--- src/rtl/pmc_pkg.sv ---
/*
  power mode controller package: register offsets, field positions,
  reset values and cycle counts shared by the controller.
  assumes a 32-bit apb register bus and one system clock.
*/
package pmc_pkg;
  // ==========================================================
  // register offsets (byte addresses)
  localparam logic [7:0] PMC_OFF_GATE2 = 8'h00;
  localparam logic [7:0] PMC_OFF_MODE_CTL = 8'h04;
  localparam logic [7:0] PMC_OFF_STATUS = 8'h08;

  // ==========================================================
  // peripheral gate register two: fields and reset value
  localparam int PMC_GATE_SERIAL_TWO = 7;
  localparam int PMC_GATE_INTERVAL = 4;
  localparam int PMC_GATE_MULTI = 1;
  localparam int PMC_GATE_PWM = 0;
  localparam logic [7:0] PMC_GATE_WMASK = 8'h93;
  localparam logic [7:0] PMC_GATE_RESET = 8'h00;

  // ==========================================================
  // mode control register fields
  localparam int PMC_CTL_DIRECT = 0;
  localparam int PMC_CTL_STANDBY = 1;
  localparam int PMC_CTL_SUBSLEEP = 2;
  localparam int PMC_CTL_LOWSPEED = 3;
  localparam int PMC_CTL_WAIT_LSB = 4;
  localparam int PMC_CTL_RTC_TB = 8;
  localparam int PMC_CTL_WDT_INTOSC = 9;
  localparam int PMC_CTL_MT_SYSCLK = 10;
  localparam logic [10:0] PMC_CTL_RESET = 11'h000;

  // ==========================================================
  // cycle counts
  localparam int PMC_WAIT_SHIFT = 4;
  localparam int PMC_SUB_DIV = 16;

  // operating modes
  typedef enum logic [2:0] {
    PMC_RESET, PMC_HS_RUN, PMC_LS_RUN, PMC_SLEEP,
    PMC_SUBSLEEP, PMC_STANDBY, PMC_WAKE_WAIT
  } pmc_mode_e;
endpackage : pmc_pkg

--- src/rtl/pmc_power_mode_controller.sv ---
/*
  power mode controller: peripheral gating register two and the
  sleep-instruction mode sequencer with interrupt wake-up.
  assumes an apb master on pclk, a cpu that pulses sleep_exec and
  an interrupt unit that reports an enabled pending request.
*/
// What this block does
// [RULE_01] gate bit 7 stops second serial unit
// [RULE_02] gate bit 4 stops interval timer
// [RULE_03] gate bit 1 stops multi-function timer
// [RULE_04] gate bit 0 stops pulse-width unit
// [RULE_05] reserved gate bits read zero, reset zero
// [RULE_06] sleep instruction halts program unless direct; code also halts (subsleep) on direct with subsleep 1, low-speed 0
// [RULE_07] accepted interrupt resumes program execution
// [RULE_08] external reset forces the reset state
// [RULE_09] non-direct sleep picks sleep, subsleep, standby
// [RULE_10] direct with low-speed 0 goes high-speed; code enters subsleep instead when the subsleep bit is 1
// [RULE_11] direct with low-speed 1 goes low-speed
// [RULE_12] run modes switch without halting
// [RULE_13] same run mode reentry without halting
// [RULE_14] subsleep-select transition resets four units
// [RULE_15] clock runs in low power if timebase
// [RULE_16] watchdog holds unless internal oscillator
// [RULE_17] multi timer counts subclock in low power
// [RULE_18] main oscillator off in low power modes
// [RULE_19] four units held reset in low power
// [RULE_20] masked or disabled interrupt does not wake
// [RULE_21] standby wake waits selected oscillator period
// [RULE_22] clearing gate bit restores the module clock
// [RULE_23] standby puts port outputs high impedance
`timescale 1ns/1ps
module pmc_power_mode_controller
  import pmc_pkg::*;
#(
  parameter int SUB_DIV = PMC_SUB_DIV
) (
  // clock and reset
  input wire logic pclk,
  input wire logic presetn,
  // apb slave
  input wire logic psel,
  input wire logic penable,
  input wire logic pwrite,
  input wire logic [7:0] paddr,
  input wire logic [31:0] pwdata,
  output logic [31:0] prdata,
  output logic pready,
  output logic pslverr,
  // external reset pin and cpu side
  input wire logic res_pin_n,
  input wire logic sleep_exec,
  input wire logic irq_pending,
  input wire logic cpu_imask,
  output logic cpu_halt,
  output logic low_speed_run,
  output logic direct_done,
  // peripheral clock enables
  output logic serial_two_clk_en,
  output logic interval_clk_en,
  output logic multi_timer_clk_en,
  output logic pulse_width_clk_en,
  // peripheral resets and retention
  output logic cmp_timer_rst,
  output logic serial_one_rst,
  output logic serial_two_rst,
  output logic converter_rst,
  output logic rtc_run,
  output logic wdt_run,
  output logic multi_timer_sub_tick,
  // oscillators and ports
  output logic ext_osc_en,
  output logic sub_osc_en,
  output logic port_hiz,
  output logic chip_reset
);

  // ==========================================================
  // declarations
  logic [7:0] gate_ff; // peripheral gate register two
  logic [10:0] ctl_ff; // mode control register
  logic [31:0] rdata_ff; // read data latched in setup
  pmc_mode_e mode_ff; // current operating mode
  pmc_mode_e nxt_mode;
  logic wake_ls_ff; // wake target is low-speed run
  logic [7:0] wait_ff; // standby wake wait counter
  logic unit_rst_ff; // one-cycle unit reset pulse
  logic direct_ff; // direct switch done pulse
  logic res_meta_ff; // reset pin first stage
  logic res_sync_ff; // reset pin second stage
  logic [7:0] div_ff; // subclock divider
  logic sub_tick; // subclock rate enable
  logic ext_rst; // synchronised reset pin asserted
  logic wake_ok; // interrupt accepted for wake-up
  logic run_mode; // program executing
  logic low_power; // low-speed, subsleep or standby
  logic wr_en; // apb write access phase
  logic setup; // apb setup phase
  logic mapped; // address hits a register
  logic sleep_go; // sleep taken in a run mode

  // ==========================================================
  // helpers
  // cycles of oscillator wait for a wait select code
  function automatic logic [7:0] wait_cycles(input logic [2:0] sel);
    wait_cycles = ({5'h00, sel} + 8'h01) << PMC_WAIT_SHIFT;
  endfunction : wait_cycles

  // address decode
  function automatic logic is_reg(input logic [7:0] a);
    is_reg = (a == PMC_OFF_GATE2) || (a == PMC_OFF_MODE_CTL) ||
             (a == PMC_OFF_STATUS);
  endfunction : is_reg

  // ==========================================================
  // apb access decode
  assign setup = psel && !penable;
  assign wr_en = psel && penable && pwrite;
  assign mapped = is_reg(paddr);
  assign pready = 1'b1; // zero wait states
  assign pslverr = psel && penable && !mapped;
  assign prdata = rdata_ff;
  // read data captured in the setup cycle
  always_ff @(posedge pclk or negedge presetn) begin
    if (!presetn) begin
      rdata_ff <= 32'h00000000;
    end else if (setup && !pwrite) begin
      case (paddr)
        PMC_OFF_GATE2: rdata_ff <= {24'h000000, gate_ff}; // RULE_05
        PMC_OFF_MODE_CTL: rdata_ff <= {21'h000000, ctl_ff};
        PMC_OFF_STATUS: rdata_ff <= {28'h0000000, low_speed_run,
                                     mode_ff};
        default: rdata_ff <= 32'h00000000;
      endcase
    end
  end
  // gate register: reserved bits never stored
  always_ff @(posedge pclk or negedge presetn) begin
    if (!presetn) begin
      gate_ff <= PMC_GATE_RESET; // RULE_05
    end else if (ext_rst) begin
      gate_ff <= PMC_GATE_RESET;
    end else if (wr_en && paddr == PMC_OFF_GATE2) begin
      gate_ff <= pwdata[7:0] & PMC_GATE_WMASK; // RULE_05
    end
  end
  // mode control register
  always_ff @(posedge pclk or negedge presetn) begin
    if (!presetn) begin
      ctl_ff <= PMC_CTL_RESET;
    end else if (ext_rst) begin
      ctl_ff <= PMC_CTL_RESET;
    end else if (wr_en && paddr == PMC_OFF_MODE_CTL) begin
      ctl_ff <= pwdata[10:0];
    end
  end

  // ==========================================================
  // reset pin synchroniser and subclock divider
  always_ff @(posedge pclk or negedge presetn) begin
    if (!presetn) begin
      res_meta_ff <= 1'b1;
      res_sync_ff <= 1'b1;
    end else begin
      res_meta_ff <= res_pin_n;
      res_sync_ff <= res_meta_ff;
    end
  end
  assign ext_rst = !res_sync_ff;
  // divider makes the subclock rate enable
  always_ff @(posedge pclk or negedge presetn) begin
    if (!presetn) begin
      div_ff <= 8'h00;
    end else if (div_ff == 8'(SUB_DIV - 1)) begin
      div_ff <= 8'h00;
    end else begin
      div_ff <= div_ff + 8'h01;
    end
  end
  assign sub_tick = (div_ff == 8'(SUB_DIV - 1));

  // ==========================================================
  // mode sequencer
  assign wake_ok = irq_pending && !cpu_imask; // RULE_20
  assign run_mode = (mode_ff == PMC_HS_RUN) || (mode_ff == PMC_LS_RUN);
  assign sleep_go = run_mode && sleep_exec;
  // next mode selection
  always_comb begin
    nxt_mode = mode_ff;
    case (mode_ff)
      PMC_RESET: begin
        nxt_mode = PMC_HS_RUN;
      end
      PMC_HS_RUN, PMC_LS_RUN: begin
        if (sleep_exec) begin
          if (ctl_ff[PMC_CTL_DIRECT] && ctl_ff[PMC_CTL_LOWSPEED]) begin
            nxt_mode = PMC_LS_RUN; // RULE_11 RULE_12 RULE_13
          end else if (ctl_ff[PMC_CTL_DIRECT] &&
                       !ctl_ff[PMC_CTL_SUBSLEEP]) begin
            nxt_mode = PMC_HS_RUN; // RULE_10 RULE_12 RULE_13
          end else if (ctl_ff[PMC_CTL_STANDBY] &&
                       !ctl_ff[PMC_CTL_DIRECT]) begin
            nxt_mode = PMC_STANDBY; // RULE_06 RULE_09
          end else if (ctl_ff[PMC_CTL_SUBSLEEP]) begin
            nxt_mode = PMC_SUBSLEEP; // RULE_06 RULE_09
          end else begin
            nxt_mode = PMC_SLEEP; // RULE_06 RULE_09
          end
        end
      end
      PMC_SLEEP, PMC_SUBSLEEP: begin
        if (wake_ok) begin
          nxt_mode = wake_ls_ff ? PMC_LS_RUN : PMC_HS_RUN; // RULE_07
        end
      end
      PMC_STANDBY: begin
        if (wake_ok) begin
          nxt_mode = PMC_WAKE_WAIT; // RULE_21
        end
      end
      PMC_WAKE_WAIT: begin
        if (wait_ff == 8'h01) begin
          nxt_mode = PMC_HS_RUN; // RULE_07 RULE_21
        end
      end
      default: begin
        nxt_mode = PMC_RESET;
      end
    endcase
    if (ext_rst) begin
      nxt_mode = PMC_RESET; // RULE_08
    end
  end
  // mode register
  always_ff @(posedge pclk or negedge presetn) begin
    if (!presetn) begin
      mode_ff <= PMC_RESET;
    end else begin
      mode_ff <= nxt_mode;
    end
  end
  // wake target latched when halting
  always_ff @(posedge pclk or negedge presetn) begin
    if (!presetn) begin
      wake_ls_ff <= 1'b0;
    end else if (sleep_go) begin
      wake_ls_ff <= ctl_ff[PMC_CTL_LOWSPEED]; // RULE_09
    end
  end
  // oscillator wait counter on standby wake
  always_ff @(posedge pclk or negedge presetn) begin
    if (!presetn) begin
      wait_ff <= 8'h00;
    end else if (mode_ff == PMC_STANDBY && wake_ok) begin
      wait_ff <= wait_cycles(ctl_ff[PMC_CTL_WAIT_LSB +: 3]); // RULE_21
    end else if (mode_ff == PMC_WAKE_WAIT && wait_ff != 8'h00) begin
      wait_ff <= wait_ff - 8'h01;
    end
  end
  // unit reset pulse on transitions with subsleep select
  always_ff @(posedge pclk or negedge presetn) begin
    if (!presetn) begin
      unit_rst_ff <= 1'b0;
    end else begin
      unit_rst_ff <= sleep_go && ctl_ff[PMC_CTL_SUBSLEEP]; // RULE_14
    end
  end
  // direct switch completion pulse
  always_ff @(posedge pclk or negedge presetn) begin
    if (!presetn) begin
      direct_ff <= 1'b0;
    end else begin
      direct_ff <= sleep_go && (nxt_mode == PMC_HS_RUN ||
                                nxt_mode == PMC_LS_RUN);
    end
  end

  // ==========================================================
  // mode dependent outputs
  assign low_power = (mode_ff == PMC_LS_RUN) ||
                     (mode_ff == PMC_SUBSLEEP) ||
                     (mode_ff == PMC_STANDBY);
  assign cpu_halt = !run_mode;
  assign low_speed_run = (mode_ff == PMC_LS_RUN);
  assign direct_done = direct_ff;
  assign chip_reset = (mode_ff == PMC_RESET);
  // module gating from the gate register
  assign serial_two_clk_en = !gate_ff[PMC_GATE_SERIAL_TWO]; // RULE_01 RULE_22
  assign interval_clk_en = !gate_ff[PMC_GATE_INTERVAL]; // RULE_02 RULE_22
  assign multi_timer_clk_en = !gate_ff[PMC_GATE_MULTI]; // RULE_03 RULE_22
  assign pulse_width_clk_en = !gate_ff[PMC_GATE_PWM]; // RULE_04 RULE_22
  // unit resets: held in low power, pulsed on transitions
  assign cmp_timer_rst = low_power || unit_rst_ff || chip_reset; // RULE_19
  assign serial_one_rst = low_power || unit_rst_ff || chip_reset; // RULE_19
  assign serial_two_rst = low_power || unit_rst_ff || chip_reset
                          || gate_ff[PMC_GATE_SERIAL_TWO]; // RULE_01
  assign converter_rst = low_power || unit_rst_ff || chip_reset; // RULE_14
  // retention controls
  assign rtc_run = !low_power || ctl_ff[PMC_CTL_RTC_TB]; // RULE_15
  assign wdt_run = !low_power || ctl_ff[PMC_CTL_WDT_INTOSC]; // RULE_16
  assign multi_timer_sub_tick = low_power && sub_tick &&
                                ctl_ff[PMC_CTL_MT_SYSCLK]; // RULE_17
  // oscillators and port drive
  assign ext_osc_en = !low_power; // RULE_18 RULE_21
  assign sub_osc_en = 1'b1; // RULE_18
  assign port_hiz = (mode_ff == PMC_STANDBY); // RULE_23
endmodule : pmc_power_mode_controller

--- config.mk ---
export PLATFORM = sky130hd
export DESIGN_NAME = pmc_power_mode_controller
export DESIGN_NICKNAME = d
export VERILOG_FILES = /design/src/rtl/pmc_pkg.sv /design/src/rtl/pmc_power_mode_controller.sv
export SDC_FILE = /design/constraint.sdc
export NUM_CORES = 1
export LEC_CHECK = 0
export BUFFER_PORTS_ARGS = -buffer_cell sky130_fd_sc_hd__buf_2
export CORE_AREA = 2 2 76 78
export CTS_CLUSTER_DIAMETER = 60
export DETAILED_ROUTE_END_ITERATION = 6
export DIE_AREA = 0 0 78 80
export HOLD_SLACK_MARGIN = 0.06
export PLACE_DENSITY = 0.94
export SLEW_MARGIN = 5
export SYNTH_ARGS = -nofsm -noshare
export SYNTH_HDL_FRONTEND = slang
export SYNTH_SLANG_ARGS = --single-unit
export TNS_END_PERCENT = 10
--- constraint.sdc ---
create_clock -name pclk -period 3.3 [get_ports pclk]
set_input_delay 0.33 -clock pclk [delete_from_list [all_inputs] [get_ports pclk]]
set_output_delay 0.33 -clock pclk [all_outputs]
set_load 0.01 [all_outputs]
Word level (Yosys, flattened, before mapping)
Cells that the tools add are included.
- add/subtract/negate cells: 3
- eq/ne operators: 14
- muxes and demuxes: 19
- reductions and logical operators: 47
- operator list (kind ; number):
    $mux 8 ; 5
    $pmux 11 s3 ; 1
    $mux 3 ; 9
    $mux 11 ; 2
    $logic_and 1x1->1 ; 18
    $eq 8x4->1 const B ; 2
    $pmux 3 s5 ; 1
    $logic_not 1->1 ; 12
    $logic_or 1x1->1 ; 11
    $eq 3x2->1 const B ; 3
    $eq 3x3->1 const B ; 3
    $add 8x1->8 const B ; 1
    $eq 8x1->1 const B ; 1
    $eq 8x3->1 const B ; 1
    $logic_not 8->1 ; 1
    $reduce_bool 8->1 ; 1
    $sub 8x1->8 const B ; 1
    $eq 3x1->1 const B ; 2
    $add 3x1->4 const B ; 1
    $ne 2x1->1 const B ; 2
    $reduce_or 2->1 ; 2
    $logic_not 3->1 ; 1
    $mux 2 ; 1
    $reduce_bool 2->1 ; 1
- bits in registers: 75
- logic and storage cells: 94

Logic depth before layout (Yosys ltp)
- word-level depth: 11
- depth in mapped cells: 7
- gate-level depth less buffers: 7

Least setup slack after synthesis
Ideal clock, no wire load.
- path kind: reg2reg
- start: reg wait_ff[0]
- end: reg wait_ff[7]
- arrival: 1818 ps
- data required time: 3218 ps
- setup slack: 1400 ps
- stages on the path, launching flop included: 8
- buffers on the path: 0
- clock period less this slack: 1900 ps
- path through: dfrtp_1 inv_1 ha_1 nand2b_1 o41ai_4 or3_4 or4b_1 a31oi_1
- longest elaborated chain between the ends: 3
- elaborated cells between the ends (all ways): 6
- RTL lines (item ; line ; text):
    start: declaration ; pmc_power_mode_controller.sv:85 ; logic [7:0] wait_ff;
    start signal: assignment ; pmc_power_mode_controller.sv:254 ; wait_ff <= wait_cycles(ctl_ff[PMC_CTL_WAIT_LSB +: 3]);
    start signal: assignment ; pmc_power_mode_controller.sv:256 ; wait_ff <= wait_ff - 8'h01;
    $sub 8x1->8 or $reduce_bool 8->1 (tied branches) ; pmc_power_mode_controller.sv:256, pmc_power_mode_controller.sv:255 ;
    $mux 8 or $logic_and 1x1->1 (tied branches) ; pmc_power_mode_controller.sv:255 ; end else if (mode_ff == PMC_WAKE_WAIT && wait_ff != 8'h00) begin
    $mux 8 or $reduce_bool 2->1 (tied branches) ; n/a ;
Several ways; a longest one is shown, not always the timed one. The select of a mux whose other input is x is not followed.
A chain may end at the register's enable or synchronous reset.

Worst setup path after layout
- start: reg mode_ff[0]
- end: out serial_two_rst
- longest elaborated chain between the ends: 6
- elaborated cells between the ends (all ways): 9
- RTL lines (item ; line ; text):
    start: declaration ; pmc_power_mode_controller.sv:82 ; pmc_mode_e mode_ff;
    start signal: assignment ; pmc_power_mode_controller.sv:238 ; mode_ff <= nxt_mode;
    $eq 3x2->1 or $eq 3x3->1 (tied branches) ; pmc_power_mode_controller.sv:279, pmc_power_mode_controller.sv:280 ;
    $logic_or 1x1->1 ; pmc_power_mode_controller.sv:279 ; assign low_power = (mode_ff == PMC_LS_RUN) ||
    $logic_or 1x1->1 ; pmc_power_mode_controller.sv:280 ; (mode_ff == PMC_SUBSLEEP) ||
    $logic_or 1x1->1 ; pmc_power_mode_controller.sv:294 ; assign serial_two_rst = low_power || unit_rst_ff || chip_reset
    $logic_or 1x1->1 * ; pmc_power_mode_controller.sv:294 ;
    $logic_or 1x1->1 * ; pmc_power_mode_controller.sv:295 ; || gate_ff[PMC_GATE_SERIAL_TWO];
    end: declaration ; pmc_power_mode_controller.sv:65 ; output logic serial_two_rst,
Every way passes the cells marked *; elsewhere a longest branch is shown, timed or not.

==> summary.txt <==
HPWL Detailed = 4430 µm
Worst hold path class = input port to flip-flop
Pwr Density = 370 nW/µm²
Critical path class = flip-flop to primary output
Avg Inst Size Synth = 9.79 µm²
CP max FO = 13
FMAX = 420 MHz
Die H = 80 µm
Antenna diodes = 0
Synth unique cells = 54
Placed Area = 3040 µm²
Final period util = 0.721
Buffers and inverters on the worst path = 2
Post-cts resize count = 0
Initial core utilization = 0.520
CP Capture Type = primary output
Startpoint Class = flip-flop
Latest clock arrival within the worst-skew pair = 0.31 ns
Post-synth EDFFs = 0
Status = finished clean
CP arrival = 2.05 ns
Most used cell, CP = nand2b_1
Final Hold Viols = 0
Share of layout cells above drive strength 1 = 0.221
Endpoints failing setup = 0
Die width = 78 µm
Row count = 27
Synth Warn # = 0
Post-Syn Area = 2810 µm²
CTS Root Cell = clkbuf_8
Max Cap Violations = 0
# Post-CTS Setup Buffers = 0
Dominant synthesized flop cell = dfrtp_1
Max-slew violation count = 0
Port Buffer Count = 56
Fin Setup TNS = 0 ns
Max clock buf depth = 2
Leakage = 1.55 nW
Drt drc = 0
ANT nets after route = 0
Via count = 2199
Post-synthesis cell count = 287
WP data required = 2.97 ns
TritonCTS clock tree = built
Pin count of the biggest net entering global routing = 51
Drt pass-1 iters = 4
CTS buffer count = 5
CTS sink count = 50
Post-synthesis sequential area ratio = 0.446
Actual slew at the worst max-slew pin = 1.09 ns
Core area = 5410 µm²
Rel. slew slack = 0.273
Initial antenna violation count = 0
Slowest cell delay on critical path = 0.56 ns
FFs w/ async S/R, synth = 1.00
Area grow syn2layout = 11.7%
Hold Buf Count CTS = 0
#FFs+latches synth = 50
H-Tree Depth = 2
Post-DR vias/cell = 5.34
Cell-by-cell trace of the critical path = nand2b_1, o21ai_0, buf_4, or3_1, nand2b_1, buf_2
Finished layout cell area = 3140 µm²
First-pass GRT wire length = 9560 µm
Worst-path clk slew = 0.09 ns
Global route overflow = 0
Nets = 393
Max stage delay cell, worst path = dfrtp_1
Vias in the first global route = 2007
Family with the most delay on the worst path = simple AND/OR/NAND/NOR gates
Drt wl/cell = 14.2 µm
Gr usage total = 0.196
Gpl congestion = 0.830
Top Ports = 101
RSZ-0062 raised after global routing = no
1st-iter DRT viols = 108
Final wirelength = 5850 µm
Die Area = 6240 µm²
Worst Clk Skew = 0.0149 ns
Period minus WS final = 2.38 ns
Worst VDD drop = 194 µV
state kept, by name (all words and copies together) (netlist names):
name	count
direct_done	1
prdata	11
wake_ls_ff	1
div_ff	8
mode_ff	3
ctl_ff	11
unit_rst_ff	1
res_sync_ff	1
res_meta_ff	1
gate_ff	4
wait_ff	8
per-layer routing:
layer / vias up / GRT usage / wire [µm]
met5: - / 0 / 0
met4: 0 / 0.0789 / 94
met3: 6 / 0.0396 / 306
met2: 72 / 0.320 / 2920
met1: 1062 / 0.257 / 2520
li1: 1059 / - / -
Yosys cell counts (all sizes together) (5+ instances only):
library cell	instances	area share
nor2b	21	0.047
inv	12	0.016
ha	5	0.022
nor2	22	0.029
a21oi	9	0.016
xor2	7	0.022
a22o	5	0.016
mux2i	19	0.068
nand2	20	0.027
nand3	7	0.012
dfrtp	48	0.43
clkbuf	6	0.0080
nand2b	8	0.018
o21ai	11	0.020
or3	6	0.016
buf	27	0.073
cell usage in the layout (no fill, tap or decap), drive strengths merged, types with 8 or more instances in the layout:
| cell | count |
|---|---|
| nor2 | 22 |
| inv | 13 |
| nand2 | 20 |
| o21ai | 11 |
| dfrtp | 48 |
| a21oi | 9 |
| nand2b | 8 |
| mux2i | 19 |
| nor2b | 21 |
| buf | 57 |
| conb | 23 |
cell families after synthesis:
family / share of synthesized area
AO/OA/AOI/OAI: 0.117
AND/OR/NAND/NOR: 0.220
XOR/XNOR: 0.0281
adder cells (fa/ha/maj): 0.0223
other: 0.00267
multiplexers: 0.0677
flip-flops: 0.446
buffers and inverters: 0.0967
metrics by stage:
step | power, mW | hold WS [ns] | instances | utilization | worst slack, ns
2_1_floorplan | 0.755 | 0.0344 | 308 | - | 1.40
3_3_place_gp | 0.793 | 0.346 | 404 | 0.562 | 1.07
3_5_place_dp | 0.796 | 0.348 | 404 | 0.562 | 0.997
4_1_cts | 1.17 | 0.103 | 412 | 0.580 | 0.919
5_1_grt | 1.22 | 0.0983 | 412 | 0.580 | 0.774
6_report | 1.16 | 0.111 | 412 | 0.580 | 0.921
area by class of cell:
cell class,count,area (µm²)
clock inverter,3,28.8
inverter,12,45.0
multi-input combinational,213,1360
clock buffer,5,68.8
tap,72,90.1
sequential,50,1250
fill,473,2270
timing repair buffer,57,288
report_power, final:
part	switching, mW	total, mW	internal (mW)
Sequential	0.0156	0.635	0.620
Clock	0.220	0.378	0.157
Combinational	0.0902	0.149	0.0588
worst paths after layout:
check,slack (ns),start,cells past startpoint,to
worst min-delay path,0.11,res_pin_n,1,res_meta_ff
worst max-delay path,0.92,mode_ff[0],6,serial_two_rst
max in group asynchronous,2.42,presetn,1,wait_ff[5]
min in group asynchronous,0.21,presetn,1,wait_ff[0]
worst min register to register,0.36,res_meta_ff,0,res_sync_ff
worst max register to register,1.11,wait_ff[2],5,direct_done
Power figures use the tool's default switching activity.
